File: src/design/mief_pkg.sv
// constants shared by the interrupt enable and flag logic
package mief_pkg;
  // register indices; the byte address is four times the index
  localparam logic [9:0] MIEF_IDX_CORE_CTRL    = 10'h00B;
  localparam logic [9:0] MIEF_IDX_CORE_MIR1    = 10'h08B;
  localparam logic [9:0] MIEF_IDX_CORE_MIR2    = 10'h10B;
  localparam logic [9:0] MIEF_IDX_CORE_MIR3    = 10'h18B;
  localparam logic [9:0] MIEF_IDX_PERIPH_EN    = 10'h08C;
  localparam logic [9:0] MIEF_IDX_PERIPH_FLAG  = 10'h00C;
  localparam logic [9:0] MIEF_IDX_PORT_B       = 10'h006;
  localparam logic [9:0] MIEF_IDX_CFG          = 10'h040;
  localparam logic [9:0] MIEF_IDX_IRQ_STATUS   = 10'h041;
  localparam logic [9:0] MIEF_IDX_IRQ_MASK     = 10'h042;
  localparam int         MIEF_ADDR_W           = 12;
  localparam int         MIEF_IDX_LSB          = 2;

  // core control field positions
  localparam int MIEF_GIE_BIT  = 7;
  localparam int MIEF_PERIPHERAL_GROUP_ENABLE_BIT = 6;
  localparam int MIEF_T0IE_BIT = 5;
  localparam int MIEF_EXIE_BIT = 4;
  localparam int MIEF_PCIE_BIT = 3;
  localparam int MIEF_T0IF_BIT = 2;
  localparam int MIEF_EXIF_BIT = 1;
  localparam int MIEF_PCIF_BIT = 0;

  // peripheral source positions, shared by enable and flag registers
  localparam int MIEF_NPER      = 7;
  localparam int MIEF_ADC_BIT   = 6;
  localparam logic [6:0] MIEF_PIR_SW_WRITABLE = 7'h47;

  // sticky status layout
  localparam int MIEF_NSTS      = 4;
  localparam int MIEF_ST_T0     = 0;
  localparam int MIEF_ST_EXT    = 1;
  localparam int MIEF_ST_PORT   = 2;
  localparam int MIEF_ST_PER    = 3;

  // reset values
  localparam logic [7:0] MIEF_CORE_RST  = 8'h00;
  localparam logic [6:0] MIEF_PER_RST   = 7'h00;
  localparam logic [3:0] MIEF_NIB_RST   = 4'h0;
  localparam logic       MIEF_EDGE_RST  = 1'b1;
  localparam int         MIEF_CFG_EDGE_BIT = 0;
endpackage

File: src/design/mief_irq_logic.sv
// interrupt enable and flag logic with an apb register slave
`timescale 1ns/1ps
module mief_irq_logic #(
  parameter bit HAS_CONVERTER = 1'b1
) (
  input  wire logic                                pclk,
  input  wire logic                                presetn,
  input  wire logic                                psel,
  input  wire logic                                penable,
  input  wire logic                                pwrite,
  input  wire logic [mief_pkg::MIEF_ADDR_W-1:0]    paddr,
  input  wire logic [31:0]                         pwdata,
  output logic [31:0]                              prdata,
  output logic                                     pready,
  output logic                                     pslverr,
  input  wire logic                                timer_zero_overflow,
  input  wire logic                                external_interrupt_pin,
  input  wire logic [3:0]                          port_b_a_upper,
  input  wire logic [mief_pkg::MIEF_NPER-1:0]      periph_set,
  input  wire logic [mief_pkg::MIEF_NPER-1:0]      periph_level,
  output logic                                     core_irq_req,
  output logic                                     irq
);
  import mief_pkg::*;

  typedef struct packed {
    logic [7:0]      core;
    logic [6:0]      pie;
    logic [6:0]      pir;
    logic [3:0]      port_latch;
    logic            ext_s1;
    logic            ext_s2;
    logic            ext_prev;
    logic [2:0]      ext_live;
    logic [3:0]      pb_s1;
    logic [3:0]      pb_s2;
    logic            edge_rising;
    logic [3:0]      ists;
    logic [3:0]      imask;
    logic [31:0]     rdata;
    logic            slverr;
  } mief_state_t;

  mief_state_t st_q;
  mief_state_t st_d;

  // word index of an apb address
  function automatic logic [9:0] mief_idx(input logic [MIEF_ADDR_W-1:0] a);
    mief_idx = a[MIEF_ADDR_W-1:MIEF_IDX_LSB];
  endfunction

  // any of the four core control mirrors
  function automatic logic mief_is_core(input logic [9:0] i);
    mief_is_core = (i == MIEF_IDX_CORE_CTRL) || (i == MIEF_IDX_CORE_MIR1) ||
                   (i == MIEF_IDX_CORE_MIR2) || (i == MIEF_IDX_CORE_MIR3);
  endfunction

  // mask of implemented peripheral bits; converter bit may be missing
  localparam logic [6:0] PER_IMPL = HAS_CONVERTER ? 7'h7F : 7'h3F;

  logic [9:0]  idx;
  logic        setup_ph;
  logic        access_ph;
  logic        wr_core;
  logic        wr_pie;
  logic        wr_pir;
  logic        wr_cfg;
  logic        wr_ists;
  logic        wr_imask;
  logic        rd_port;
  logic        mapped;
  logic        ext_edge;
  logic        pb_mismatch;
  logic [6:0]  per_pending;
  logic [3:0]  ev;
  logic [31:0] rd_mux;

  // bus decode; the slave never stretches, so pready is tied high in access
  always_comb
  begin
    idx       = mief_idx(paddr);
    setup_ph  = psel && !penable;
    access_ph = psel && penable;
    mapped    = mief_is_core(idx) || (idx == MIEF_IDX_PERIPH_EN) ||
                (idx == MIEF_IDX_PERIPH_FLAG) || (idx == MIEF_IDX_PORT_B) ||
                (idx == MIEF_IDX_CFG) || (idx == MIEF_IDX_IRQ_STATUS) ||
                (idx == MIEF_IDX_IRQ_MASK);
    wr_core   = access_ph && pwrite && mief_is_core(idx);
    wr_pie    = access_ph && pwrite && (idx == MIEF_IDX_PERIPH_EN);
    wr_pir    = access_ph && pwrite && (idx == MIEF_IDX_PERIPH_FLAG);
    wr_cfg    = access_ph && pwrite && (idx == MIEF_IDX_CFG);
    wr_ists   = access_ph && pwrite && (idx == MIEF_IDX_IRQ_STATUS);
    wr_imask  = access_ph && pwrite && (idx == MIEF_IDX_IRQ_MASK);
    rd_port   = access_ph && !pwrite && (idx == MIEF_IDX_PORT_B);
  end

  // pin events use synchronised pins; timer and peripheral events are taken directly
  always_comb
  begin
    // blind until synchroniser and history hold real samples, so a pin
    // that idles high gives no false edge right after reset
    ext_edge    = st_q.ext_live[2] &&
                  (st_q.edge_rising ? (st_q.ext_s2 && !st_q.ext_prev)
                                    : (!st_q.ext_s2 && st_q.ext_prev));
    pb_mismatch = (st_q.pb_s2 != st_q.port_latch);
    ev[MIEF_ST_T0]   = timer_zero_overflow;
    ev[MIEF_ST_EXT]  = ext_edge;
    ev[MIEF_ST_PORT] = pb_mismatch;
    ev[MIEF_ST_PER]  = |(periph_set & PER_IMPL);
  end

  // read data, captured in the setup cycle so prdata comes from a flop
  always_comb
  begin
    rd_mux = 32'h0000_0000;
    if (mief_is_core(idx))
      rd_mux[7:0] = st_q.core;
    else if (idx == MIEF_IDX_PERIPH_EN)
      rd_mux[6:0] = st_q.pie & PER_IMPL;
    else if (idx == MIEF_IDX_PERIPH_FLAG)
      rd_mux[6:0] = st_q.pir & PER_IMPL;
    else if (idx == MIEF_IDX_PORT_B)
      rd_mux[3:0] = st_q.pb_s2;
    else if (idx == MIEF_IDX_CFG)
      rd_mux[MIEF_CFG_EDGE_BIT] = st_q.edge_rising;
    else if (idx == MIEF_IDX_IRQ_STATUS)
      rd_mux[3:0] = st_q.ists;
    else if (idx == MIEF_IDX_IRQ_MASK)
      rd_mux[3:0] = st_q.imask;
  end

  // next state; in every flag a hardware set wins over a same-cycle clear
  always_comb
  begin
    st_d = st_q;
    st_d.ext_s1   = external_interrupt_pin;
    st_d.ext_s2   = st_q.ext_s1;
    st_d.ext_prev = st_q.ext_s2;
    st_d.ext_live = {st_q.ext_live[1:0], 1'b1};
    st_d.pb_s1    = port_b_a_upper;
    st_d.pb_s2    = st_q.pb_s1;
    if (wr_core)
      st_d.core = pwdata[7:0];
    // flags set independent of any enable
    if (timer_zero_overflow)
      st_d.core[MIEF_T0IF_BIT] = 1'b1;
    if (ext_edge)
      st_d.core[MIEF_EXIF_BIT] = 1'b1;
    // a live mismatch re-sets the flag, so a clear only sticks after a port read
    if (pb_mismatch)
      st_d.core[MIEF_PCIF_BIT] = 1'b1;
    if (rd_port)
      st_d.port_latch = st_q.pb_s2;
    if (wr_pie)
      st_d.pie = pwdata[6:0] & PER_IMPL;
    // writable flags from software, hardware-owned ones follow their source
    if (wr_pir)
      st_d.pir = (st_q.pir & ~MIEF_PIR_SW_WRITABLE) |
                 (pwdata[6:0] & MIEF_PIR_SW_WRITABLE);
    st_d.pir = ((st_d.pir & MIEF_PIR_SW_WRITABLE) |
                (periph_level & ~MIEF_PIR_SW_WRITABLE) | periph_set) & PER_IMPL;
    if (wr_cfg)
      st_d.edge_rising = pwdata[MIEF_CFG_EDGE_BIT];
    if (wr_imask)
      st_d.imask = pwdata[3:0];
    // write one to clear; a new event in that cycle keeps its bit
    st_d.ists = (wr_ists ? (st_q.ists & ~pwdata[3:0]) : st_q.ists) | ev;
    if (setup_ph)
    begin
      st_d.rdata  = pwrite ? 32'h0000_0000 : rd_mux;
      st_d.slverr = !mapped;
    end
  end

  // single register stage for all state
  always_ff @(posedge pclk or negedge presetn)
  begin
    if (!presetn)
    begin
      st_q <= '0;
      st_q.edge_rising <= MIEF_EDGE_RST;
    end
    else
      st_q <= st_d;
  end

  // combined request toward the core
  always_comb
  begin
    per_pending  = st_q.pir & st_q.pie & PER_IMPL;
    core_irq_req = st_q.core[MIEF_GIE_BIT] && (
                   (st_q.core[MIEF_T0IF_BIT] && st_q.core[MIEF_T0IE_BIT]) ||
                   (st_q.core[MIEF_EXIF_BIT] && st_q.core[MIEF_EXIE_BIT]) ||
                   (st_q.core[MIEF_PCIF_BIT] && st_q.core[MIEF_PCIE_BIT]) ||
                   (st_q.core[MIEF_PERIPHERAL_GROUP_ENABLE_BIT] && (|per_pending)));
  end

  assign irq     = |(st_q.ists & st_q.imask);
  assign prdata  = st_q.rdata;
  assign pslverr = st_q.slverr && access_ph;
  assign pready  = 1'b1;

  // checks on the flags, the enables and the request
  property p_gie_blocks;
    @(posedge pclk) disable iff (!presetn)
      !st_q.core[MIEF_GIE_BIT] |-> !core_irq_req;
  endproperty
  a_gie_blocks: assert property (p_gie_blocks)
    else $error("request with global enable clear");

  property p_peripheral_group_enable_gates;
    @(posedge pclk) disable iff (!presetn)
      (!st_q.core[MIEF_PERIPHERAL_GROUP_ENABLE_BIT] &&
       !(st_q.core[MIEF_T0IF_BIT] && st_q.core[MIEF_T0IE_BIT]) &&
       !(st_q.core[MIEF_EXIF_BIT] && st_q.core[MIEF_EXIE_BIT]) &&
       !(st_q.core[MIEF_PCIF_BIT] && st_q.core[MIEF_PCIE_BIT])) |-> !core_irq_req;
  endproperty
  a_peripheral_group_enable_gates: assert property (p_peripheral_group_enable_gates)
    else $error("peripheral request passed a clear group enable");

  property p_t0_request;
    @(posedge pclk) disable iff (!presetn)
      (st_q.core[MIEF_GIE_BIT] && st_q.core[MIEF_T0IE_BIT] &&
       st_q.core[MIEF_T0IF_BIT]) |-> core_irq_req;
  endproperty
  a_t0_request: assert property (p_t0_request)
    else $error("enabled timer flag gave no request");

  property p_t0_set;
    @(posedge pclk) disable iff (!presetn)
      timer_zero_overflow |=> st_q.core[MIEF_T0IF_BIT] && st_q.ists[MIEF_ST_T0];
  endproperty
  a_t0_set: assert property (p_t0_set)
    else $error("timer overflow did not set its flag");

  property p_t0_hold;
    @(posedge pclk) disable iff (!presetn)
      (st_q.core[MIEF_T0IF_BIT] && !wr_core) |=> st_q.core[MIEF_T0IF_BIT];
  endproperty
  a_t0_hold: assert property (p_t0_hold)
    else $error("timer flag cleared without a write");

  property p_ext_request;
    @(posedge pclk) disable iff (!presetn)
      (st_q.core[MIEF_GIE_BIT] && st_q.core[MIEF_EXIE_BIT] &&
       st_q.core[MIEF_EXIF_BIT]) |-> core_irq_req;
  endproperty
  a_ext_request: assert property (p_ext_request)
    else $error("enabled pin flag gave no request");

  property p_ext_rise;
    @(posedge pclk) disable iff (!presetn)
      (st_q.edge_rising && !wr_cfg && $rose(external_interrupt_pin))
        |-> ##[3:4] st_q.core[MIEF_EXIF_BIT];
  endproperty
  a_ext_rise: assert property (p_ext_rise)
    else $error("rising pin edge did not set the pin flag");

  property p_port_request;
    @(posedge pclk) disable iff (!presetn)
      (st_q.core[MIEF_GIE_BIT] && st_q.core[MIEF_PCIE_BIT] &&
       st_q.core[MIEF_PCIF_BIT]) |-> core_irq_req;
  endproperty
  a_port_request: assert property (p_port_request)
    else $error("enabled port flag gave no request");

  property p_mismatch_keeps;
    @(posedge pclk) disable iff (!presetn)
      pb_mismatch |=> st_q.core[MIEF_PCIF_BIT];
  endproperty
  a_mismatch_keeps: assert property (p_mismatch_keeps)
    else $error("mismatch did not keep the port flag set");

  property p_port_read_ends;
    @(posedge pclk) disable iff (!presetn)
      rd_port |=> (st_q.port_latch == $past(st_q.pb_s2));
  endproperty
  a_port_read_ends: assert property (p_port_read_ends)
    else $error("port read did not load the mismatch latch");

  property p_mirror_same;
    @(posedge pclk) disable iff (!presetn)
      wr_core |=> (st_q.core[MIEF_GIE_BIT] == $past(pwdata[MIEF_GIE_BIT])) &&
                  (st_q.core[MIEF_PCIE_BIT] == $past(pwdata[MIEF_PCIE_BIT]));
  endproperty
  a_mirror_same: assert property (p_mirror_same)
    else $error("core control write lost at a mirror");

  property p_pie_top_zero;
    @(posedge pclk) disable iff (!presetn)
      (setup_ph && !pwrite && (idx == MIEF_IDX_PERIPH_EN)) |=> (prdata[31:7] == 25'h0);
  endproperty
  a_pie_top_zero: assert property (p_pie_top_zero)
    else $error("peripheral enable upper bits not zero");

  property p_no_converter;
    @(posedge pclk) disable iff (!presetn)
      !HAS_CONVERTER |-> !st_q.pie[MIEF_ADC_BIT] && !st_q.pir[MIEF_ADC_BIT];
  endproperty
  a_no_converter: assert property (p_no_converter)
    else $error("converter bit present on a variant without it");

  property p_per_set;
    @(posedge pclk) disable iff (!presetn)
      (periph_set[0] && !wr_pir) |=> st_q.pir[0] ##1 (st_q.pir[0] || $past(wr_pir));
  endproperty
  a_per_set: assert property (p_per_set)
    else $error("peripheral event did not set its flag");

  property p_irq_level;
    @(posedge pclk) disable iff (!presetn)
      ((|(ev & st_q.imask)) && !wr_imask) |=> irq;
  endproperty
  a_irq_level: assert property (p_irq_level)
    else $error("interrupt output disagrees with status and mask");

  property p_ext_fall;
    @(posedge pclk) disable iff (!presetn)
      (!st_q.edge_rising && !wr_cfg && $fell(external_interrupt_pin))
        |-> ##[3:4] st_q.core[MIEF_EXIF_BIT];
  endproperty
  a_ext_fall: assert property (p_ext_fall)
    else $error("falling pin edge did not set the pin flag");

  property p_ext_hold;
    @(posedge pclk) disable iff (!presetn)
      (st_q.core[MIEF_EXIF_BIT] && !wr_core) |=> st_q.core[MIEF_EXIF_BIT];
  endproperty
  a_ext_hold: assert property (p_ext_hold)
    else $error("pin flag cleared without a write");

  property p_peripheral_group_enable_pass;
    @(posedge pclk) disable iff (!presetn)
      (st_q.core[MIEF_GIE_BIT] && st_q.core[MIEF_PERIPHERAL_GROUP_ENABLE_BIT] &&
       (|(st_q.pir & st_q.pie))) |-> core_irq_req;
  endproperty
  a_peripheral_group_enable_pass: assert property (p_peripheral_group_enable_pass)
    else $error("enabled peripheral flag gave no request");

  property p_pie_write;
    @(posedge pclk) disable iff (!presetn)
      wr_pie |=> (st_q.pie[MIEF_ADC_BIT-1:0] == $past(pwdata[MIEF_ADC_BIT-1:0]));
  endproperty
  a_pie_write: assert property (p_pie_write)
    else $error("peripheral enable write not stored at its positions");

  property p_enables_hold;
    @(posedge pclk) disable iff (!presetn)
      !wr_core |=> $stable(st_q.core[MIEF_GIE_BIT:MIEF_PCIE_BIT]);
  endproperty
  a_enables_hold: assert property (p_enables_hold)
    else $error("core enable changed without a write");

  property p_status_sticky;
    @(posedge pclk) disable iff (!presetn)
      (st_q.ists[MIEF_ST_T0] && !wr_ists) |=> st_q.ists[MIEF_ST_T0];
  endproperty
  a_status_sticky: assert property (p_status_sticky)
    else $error("timer status bit dropped without a clear");
endmodule

File: config.mk
export PLATFORM = sky130hd
export DESIGN_NAME = mief_irq_logic
export DESIGN_NICKNAME = d
export VERILOG_FILES = /design/src/design/mief_pkg.sv /design/src/design/mief_irq_logic.sv
export SDC_FILE = /design/constraint.sdc
export NUM_CORES = 1
export LEC_CHECK = 0
export BUFFER_PORTS_ARGS = -buffer_cell sky130_fd_sc_hd__buf_2
export CAP_MARGIN = 0
export CORE_MARGIN = 5
export CORE_UTILIZATION = 50
export DETAILED_ROUTE_END_ITERATION = 10
export GPL_TIMING_DRIVEN = 0
export PLACE_DENSITY = 0.85
export SLEW_MARGIN = 10
export SYNTH_ARGS = -nofsm -noshare
export SYNTH_HDL_FRONTEND = slang
export SYNTH_SLANG_ARGS = --single-unit
File: constraint.sdc
create_clock -name pclk -period 1.35 [get_ports pclk]
set_input_delay 0 -clock pclk [delete_from_list [all_inputs] [get_ports pclk]]
set_output_delay 0 -clock pclk [all_outputs]
set_load 0.005 [all_outputs]
Yosys cells after proc, flatten, opt, wreduce, memory -nomap -nowiden --
Index checks and enable logic that the tools add are counted.
Storage, ports and cells: output and inout bits 36, bits in latches 0, bits in registers 82, RAM bits 0, memory bits (read-only) 0, input bits 69, memories kept 0
Cells by class: $add $sub $neg 0, order comparisons 0, muxes and demuxes 18, reduce and logical (&&, ||, !) cells 43, div/mod/pow operators 0, multiply operators 0, shifts and indexed selects 0, bitwise operators 8, equal/unequal tests 11
Operator list (number):
- 10-bit by 7-bit == test with 1-bit output, second input constant | 3
- 7-bit two-way mux | 3
- 10-bit by 4-bit == test with 1-bit output, second input constant | 2
- 10-bit by 8-bit == test with 1-bit output, second input constant | 2
- 10-bit by 9-bit == test with 1-bit output, second input constant | 2
- 1-bit logical AND | 20
- 4-bit two-way mux | 5
- 7-bit OR reduction | 2
- 1-bit logical OR | 12
- 10-bit by 3-bit == test with 1-bit output, second input constant | 1
- 3-bit two-way mux | 3
- 4-bit AND | 2
- 8-bit two-way mux | 1
- 7-bit AND | 1
- 6-bit by 7-bit OR with 7-bit output | 1
- 7-bit by 6-bit OR with 7-bit output | 1
- 7-bit OR | 1
- 1-bit two-way mux | 6
- 2-bit nonzero test | 3
- 1-bit zero test | 5
- 4-bit inequality test | 1
- 4-bit inverter | 1
- 4-bit OR | 1
- 4-bit OR reduction | 1

Logic depth before layout (Yosys ltp) --
Gate-level depths: netlist (run 1).
depth in word-level cells 11, depth in mapped cells 7, gate-level depth less buffers 5

Least setup slack after synthesis (run 1) --
Ideal clock, no wire load.
path kind input port to flip-flop, start input paddr[9] in the netlist's numbering, end register st_q[56] in the netlist's numbering, required time 1225 ps, buffers on the path 2, setup slack -92 ps, setup time 125 ps, arrival 1317 ps, stages 6, cell sequence clkbuf_1 > nor2_1 > nand3_2 > or4_4 > buf_6 > mux2_4
Between the ends: longest elaborated chain between the ends 2
Ends and longest elaborated chain:
- from (decl) | RTL line mief_irq_logic.sv:11 | input wire logic [mief_pkg::MIEF_ADDR_W-1:0] paddr,
- 10-bit by 3-bit == test with 1-bit output | RTL line mief_irq_logic.sv:94 | rd_port = access_ph && !pwrite && (idx == MIEF_IDX_PORT_B);
- 1-bit logical AND | RTL line mief_irq_logic.sv:94
- to (signal assigned) | RTL line mief_irq_logic.sv:184 | st_q <= st_d;
- to (decl) | RTL line mief_irq_logic.sv:44 | mief_state_t st_q;
No other way between the ends. A chain may end at the register's enable or synchronous reset.

Worst setup path in the final report (run 1) --
start register st_q[66] in the netlist's numbering, end output core_irq_req
Between the ends: longest elaborated chain between the ends 5
Ends and longest elaborated chain:
- 7-bit AND | RTL line mief_irq_logic.sv:190 | per_pending = st_q.pir & st_q.pie & PER_IMPL;
- 7-bit OR reduction | RTL line mief_irq_logic.sv:195 | (st_q.core[MIEF_PERIPHERAL_GROUP_ENABLE_BIT] && (|per_pending)));
- 1-bit logical AND | RTL line mief_irq_logic.sv:195
- 1-bit logical OR | RTL line mief_irq_logic.sv:194 | (st_q.core[MIEF_PCIF_BIT] && st_q.core[MIEF_PCIE_BIT]) ||
- 1-bit logical AND | RTL line mief_irq_logic.sv:191 | core_irq_req = st_q.core[MIEF_GIE_BIT] && (
- to (decl) | RTL line mief_irq_logic.sv:21 | output logic core_irq_req,
No other way between the ends.

==> run metrics, run 1 <==
status complete, but fails checks; failing checks negative setup slack; min-delay worst type in2reg; clk root buf clkbuf_8; row cnt 28; antenna viol nets, final 0; layout cells sized above 1 34.8%; H-Tree Depth 3; Peak Freq 701 MHz; Main synth FF type dfrtp_1; final net count 469; Clock transition at path regs 0.06 ns; crit path to core_irq_req; Final Wtd Congestion 0.844; Cell Area, Synth 2980 um2; Vias 2410; final std cell area, no fill 3940 um2; Final Skew 0.00539 ns; R2R cell count 5; clock tree buffer depth 2; fin worst setup slack -0.0775 ns; CP arrival 1.43 ns; vias per inst 5.02; DRC 0; Cell Count, Final, Fillers Out 480; number of flops mapped to enable cells by yosys 0; final hold vios 0; DP Area 3400 um2; TritonRoute pass-1 iters 4; Core ar. 5850 um2; WL/cell 14.7 um; RSZ-0062 raised after global routing true; crit path launch type flop; Post-synth top cells dfrtp_1 (57), buf_4 (34), nand2_1 (33), o21ai_0 (19), mux2_2 (17); fillers 453; Die Y 87.2 um; sequential area share after synthesis 48.8%; Tcrit/Tclk final 106%; clk sinks 58; Tightest Pin Transition 0.700 ns; Clk network pwr share 40.0%; DRT Wirelength 7.05 mm; reg-to-reg slack, setup 0.08 ns; Int Pwr 2.73 mW; r2r endpoint prdata[0]$_DFFE_PN0P_; Async SR Flop Fraction 100%; top cell type by total area after synthesis dfrtp_1; Cells after DPL 430; Synth area leaders dfrtp_1 (48%), buf_4 (8.6%), mux2_2 (6.4%), nand2_1 (4.2%), o21ai_0 (3.2%); WHS 0.0636 ns; die width 87.2 um; CP endpoint kind primary output; PwrDens 921 nW/um2; Synth cell types 49; Iteration-0 DRC Markers 203; shortest period the worst path allows 1.43 ns; Slew Viols, Final 0; post-place setup slack -0.300 ns; top-area cell type share of the netlist area 47.9%; Initial Util 50.9%; total grt overflow 0; CTS tree yes; Comb pwr share 10.6%; initial antenna violation count 0; switching pwr 0.893 mW; worst rel slew slack 53.3%; syn avg cell area 10.5 um2; DP HPWL 5.12 mm; max_cap viols 0; CTS Buf Count 9; fin util 67.3%; kind of critical path reg2out; Seq cells post-synth 58; most common cell in the netlist dfrtp_1; Buffers on Ports 48; Crit path required time 1.35 ns; share of power burned in registers 49.4%; n_diodes 0; endpoints failing setup 1; Lkg Pwr 1.85 nW; Multi-input gate area 1330 um2; post-synthesis instance total 283; largest net degree at the start of global routing 59; CP max FO 2; storage element area 1450 um2; Warnings, synthesis 0; sw frac 24.6%; vias in the first global route 2457; Peak VDD IR 0.792 mV; GRT Overall Usage 20.2%; Reg-to-Reg Start st_q[37]$_DFF_PN0_; first-pass GRT wire length 11.8 mm; Worst-Skew Late Latency 0.33 ns; I/O pin cnt 105; crit path launch st_q[66]$_DFF_PN0_; area delta synth->final 32.2%; die area 7600 um2
[cell type report]
| class | count | area share [%] |
|---|---|---|
| plain buffers | 42 | 7.54 |
| clock buffers | 12 | 3.94 |
| clock inverters | 4 | 0.668 |
| inverters | 4 | 0.382 |
| multi-input cells | 203 | 33.7 |
| flip-flops and latches | 58 | 36.9 |
| well taps | 75 | 2.38 |
| repair buffers | 82 | 14.4 |
[worst max-delay path: stages (launching register included)]
cell      delay, ns
dfrtp_1        0.38
a222oi_1       0.33
nand3_1        0.11
nand2_1        0.08
a21boi_1       0.06
buf_2          0.14
[layout by cell type (no fill, tap or decap), drive strengths merged, types with 2 or more instances in the layout]
master / Yosys / final
nand3: 10 / 10
buf: 38 / 92
a21o: 4 / 4
a32oi: 3 / 3
conb: 2 / 26
a31oi: 2 / 2
nand4b: 3 / 3
mux2i: 7 / 7
dfrtp: 57 / 57
o21ai: 19 / 19
inv: 4 / 4
nor4: 3 / 3
mux2: 18 / 18
clkbuf: 4 / 16
xnor2: 4 / 4
dlygate4sd3: 0 / 28
nor3b: 2 / 2
a222oi: 2 / 2
nand4: 5 / 5
a2bb2oi: 4 / 4
a211o: 4 / 4
nor3: 3 / 3
and3: 3 / 3
or2: 3 / 3
nand2: 33 / 33
nor2b: 6 / 6
a22oi: 7 / 7
or3: 2 / 2
a21oi: 5 / 5
nor2: 14 / 14
nand3b: 2 / 2
clkinv: 0 / 3
[routing by layer]
| layer | vias up | wire (um) | track usage [%] |
|---|---|---|---|
| met2 | 87 | 3470 | 32.5 |
| met1 | 1133 | 2970 | 26.7 |
| met5 | - | 0 | 0 |
| met4 | 0 | 93 | 7.95 |
| met3 | 9 | 521 | 4.35 |
| li1 | 1181 | - | - |
[sequential cells by signal (all words and copies together) (netlist names)]
| signal | cells |
|---|---|
| st_q | 42 |
| prdata | 8 |
| st_d | 8 |
[timing repair]
action / in CTS / in global routing
setup buffers: 1 / 5
endpoints found under the hold margin: 88 / 0
hold buffers: 28 / 0
setup endpoints to repair: 1 / 15
gates resized for setup: 1 / 4
pin swaps: 4 / 2
[worst min path at each step]
| stage | startpoint | endpoint | slack, ns | cells past startpoint |
|---|---|---|---|---|
| floorplan | presetn | prdata[0]$_DFFE_PN0P_ | -0.30 | 0 |
| global placement | port_b_a_upper[3] | st_d[45]$_DFF_PN0_ | 0.11 | 1 |
| detailed placement | external_interrupt_pin | st_d[54]$_DFF_PN0_ | 0.11 | 1 |
| CTS | paddr[8] | prdata[1]$_DFFE_PN0P_ | 0.05 | 4 |
| global route | paddr[8] | prdata[2]$_DFFE_PN0P_ | 0.06 | 4 |
| finish | paddr[6] | prdata[2]$_DFFE_PN0P_ | 0.06 | 4 |
[power by group through the flow]
| stage | clock network (mW) | registers (mW) | logic [mW] |
|---|---|---|---|
| floorplan | 0 | 1.82 | 0.171 |
| detailed placement | 0 | 1.82 | 0.310 |
| global placement | 0 | 1.82 | 0.305 |
| finish | 1.45 | 1.79 | 0.385 |
| global route | 1.56 | 1.79 | 0.428 |
| CTS | 1.46 | 1.79 | 0.373 |
[through the flow]
step / TNS, ns / power, mW
final: -0.0775 / 3.62
after global routing: -0.187 / 3.78
after CTS: -0.0835 / 3.62
after detailed placement: -7.03 / 2.13
after global placement: -6.19 / 2.13
after floorplan: -0.0688 / 1.99
[logic make-up (layout without fill, tap and decap cells)]
| logic type | after synthesis | in the layout | share of synthesized area, % |
|---|---|---|---|
| buffers and inverters | 46 | 144 | 10.5 |
| other | 2 | 26 | 0.252 |
| muxes | 25 | 25 | 9.29 |
| DFF | 58 | 58 | 48.8 |
| xor gates and xnor gates | 4 | 4 | 1.18 |
| and+or+nand+nor | 93 | 93 | 17.6 |
| AOI/OAI and AO/OA | 55 | 55 | 12.4 |
(Power assumes the default switching activity.)
==> inputs of run 2 (changes only) <==
--- a/config.mk
+++ b/config.mk
@@ -5,12 +5,12 @@
 export SDC_FILE = /design/constraint.sdc
 export NUM_CORES = 1
 export LEC_CHECK = 0
+export ABC_AREA = 1
 export BUFFER_PORTS_ARGS = -buffer_cell sky130_fd_sc_hd__buf_2
 export CAP_MARGIN = 0
 export CORE_MARGIN = 5
 export CORE_UTILIZATION = 50
 export DETAILED_ROUTE_END_ITERATION = 10
-export GPL_TIMING_DRIVEN = 0
 export PLACE_DENSITY = 0.85
 export SLEW_MARGIN = 10
 export SYNTH_ARGS = -nofsm -noshare
==> run 2 against run 1 <==
Net effect: synthesized cell count increased by 29%; critical path type unchanged; sequential share of layout area is 1.1 points higher; the flow still finishes with violations (negative setup slack); via count grew 15%; largest power group unchanged; sequential cell count did not move.
==> run metrics, run 2 <==
RSZ-0062 raised after global routing true; total grt overflow 0 (unchanged); Peak VDD IR 0.926 mV (+17%); GRT Overall Usage 20.3% (+0.066 points); die area 7730 um2 (+1.8%); Post-synth top cells nand2_1 (96), dfrtp_1 (57), buf_4 (33), inv_1 (33), nand3_1 (28); max reg flops 42 (unchanged); failing checks negative setup slack; DRT Wirelength 7.43 mm (+5.4%); cell mode on critical path nand2_1; sequential area share after synthesis 47.8% (-0.97 points); Async SR Flop Fraction 100% (unchanged); Lkg Pwr 2.00 nW (+8.3%); Core ar. 5920 um2 (+1.2%); PwrDens 916 nW/um2 (-0.53%); post-synthesis instance total 364 (+29%); Iteration-0 DRC Markers 255 (+26%); Die Y 87.9 um (+0.89%); final net count 527 (+12%); min-delay worst type in2reg; endpoints failing setup 1 (unchanged); vias per inst 5.17 (+3.0%); antenna viol nets, final 0 (unchanged); kind of critical path reg2out; Crit path required time 1.35 ns (about the same); shortest period the worst path allows 1.46 ns (+0.0365 ns); initial antenna violation count 0 (unchanged); status complete, but fails checks; DRC 0 (unchanged); WL/cell 13.8 um (-5.8%); Warnings, synthesis 0 (unchanged); layout cells sized above 1 24.7% (-10 points); vias in the first global route 2647 (+7.7%); R2R cell count 4 (-1); clk root buf clkbuf_8; Main synth FF type dfrtp_1; top cell type by total area after synthesis dfrtp_1; syn avg cell area 8.34 um2 (-21%); Final Wtd Congestion 0.921 (+9.0%); Tcrit/Tclk final 108% (+2.7 points); hold path cells 3 (-1); Synth cell types 37 (-24%); most frequent cells in the layout nand2_1 (96), dfrtp_1 (57), buf_2 (48), inv_1 (32), nand3_1 (27); setup_tns -0.114 ns (-0.0365 ns); n_diodes 0 (unchanged); CTS tree yes; top-area cell type share of the netlist area 47.0% (-0.95 points); Largest stage delay, worst path 0.40 ns (+0.02 ns); Slew Viols, Final 0 (unchanged); Critical Path Slowest Stage Cell dfrtp_1; Top reg by flops st_q; CTS Buf Count 9 (unchanged); number of flops mapped to enable cells by yosys 0 (unchanged); die width 87.9 um (+0.89%); crit path launch type flop; H-Tree Depth 3 (unchanged); largest net degree at the start of global routing 59 (unchanged); most common cell in the netlist nand2_1; Peak Freq 683 MHz (-2.5%); clk sinks 58 (unchanged); clock tree buffer depth 2 (unchanged); fin worst setup slack -0.114 ns (-0.0365 ns); DP HPWL 5.19 mm (+1.2%); CP arrival 1.46 ns (+0.03 ns); final hold vios 0 (unchanged); commonest non-fill, non-tap cell in the layout nand2_1; fin util 64.6% (-2.7 points); Worst-Skew Late Latency 0.33 ns (about the same); post-place setup slack 0.100 ns (+0.400 ns); CP max FO 3 (+1); I/O pin cnt 105 (unchanged); row cnt 28 (unchanged); Clock transition at path regs 0.06 ns (about the same); area delta synth->final 25.9%; Vias 2777 (+15%); Buffers on Ports 49 (+2.1%); Seq cells post-synth 58 (unchanged); first-pass GRT wire length 11.9 mm (+0.70%); Initial Util 51.3% (+0.41 points); Final Skew 0.00840 ns (+0.00301 ns); CP endpoint kind primary output; TritonRoute pass-1 iters 6 (+2); Synth area leaders dfrtp_1 (47%), nand2_1 (12%), buf_4 (8.2%), nand3_1 (4.6%), inv_1 (4.1%); crit-path cells nand2_1 > nand2_1 > nor2_2 > nand4_1 > a21oi_2 > a21boi_1 > buf_2; max_cap viols 0 (unchanged); Cell Area, Synth 3040 um2 (+2.0%)
run 2: cell count changes in the layout (fill, tap and decap cells not counted), sizes merged, moves of 6 or more:
| cell | delta |
|---|---|
| a22oi | -7 |
| o21ai | +16 |
| nor2b | -6 |
| nand2 | +66 |
| mux2 | -17 |
| buf | -23 |
| inv | +31 |
| nor2 | +13 |
| mux2i | -6 |
| nand3 | +20 |
run 2: report_power, final:
group          total, mW  switching [mW]  internal, mW
registers           1.79          0.0198          1.77
clock network       1.38           0.634         0.746
logic              0.331           0.184         0.146
run 2: logic make-up (layout without fill, tap and decap cells):
family          Yosys count  in the layout  share of synthesized area, %
simple gates            179            179                          27.6
buf+inv                  72            146                          13.3
flops                    58             58                          47.8
compound gates           47             47                          9.06
xor+xnor                  4              4                          1.15
other cells               2             26                         0.247
mux                       2              2                         0.700
run 2: what timing repair did:
action / CTS / global route
hold endpoints to repair: 82 / 1
setup endpoints to repair: 1 / 11
hold buffers: 26 / 1
setup buffers: 4 / 5
pin swaps: 7 / 5
gates resized for setup: 1 / 7
run 2: area by class of cell:
type                       instances  area [um2]
clock inverter                     3        15.0
timing repair buffer              95         683
fill                             476        2100
tap                               75        93.8
multi-input combinational        258        1290
clock buffer                      12         155
sequential                        58        1450
inverter                          36         136
run 2: worst paths after layout:
kind                                      start              endpoint  slack (ns)
max                        st_q[68]$_DFFE_PN0P_          core_irq_req       -0.11
min                                   pwdata[3]  st_q[77]$_DFFE_PN0P_        0.02
min in group asynchronous               presetn    st_q[53]$_DFF_PN0_        0.21
min reg2reg                  st_d[42]$_DFF_PN0_    st_q[42]$_DFF_PN0_        0.35
max in group asynchronous               presetn  st_q[41]$_DFFE_PN1P_        0.86
max reg2reg                  st_q[45]$_DFF_PN0_  st_q[74]$_DFFE_PN0P_        0.09
run 2: worst max-delay path, delay by kind of cell (launching register included):
family                 cells  cell delay [ns]
AOI/OAI and AO/OA          2             0.21
buffers and inverters      1             0.13
DFF                        1             0.40
and+or+nand+nor            4             0.39
run 2: layer usage:
metal  track usage, %  part of all wire (%)  up-vias
met4             11.6                   3.9        0
met5                0                     0        -
li1                 -                     -     1309
met1             24.7                    38     1261
met3             4.42                   9.7       32
met2             33.2                    48      175
run 2: per-stage QoR:
stage	hold WS, ns	power (mW)	cell area, um2	cells
after global routing	0.0110	3.66	3820	537
after CTS	0.00702	3.52	3760	532
after global placement	0.0178	2.08	3300	487
final	0.0192	3.50	3820	537
after detailed placement	0.0238	2.09	3300	487
after floorplan	-0.296	1.98	3130	388
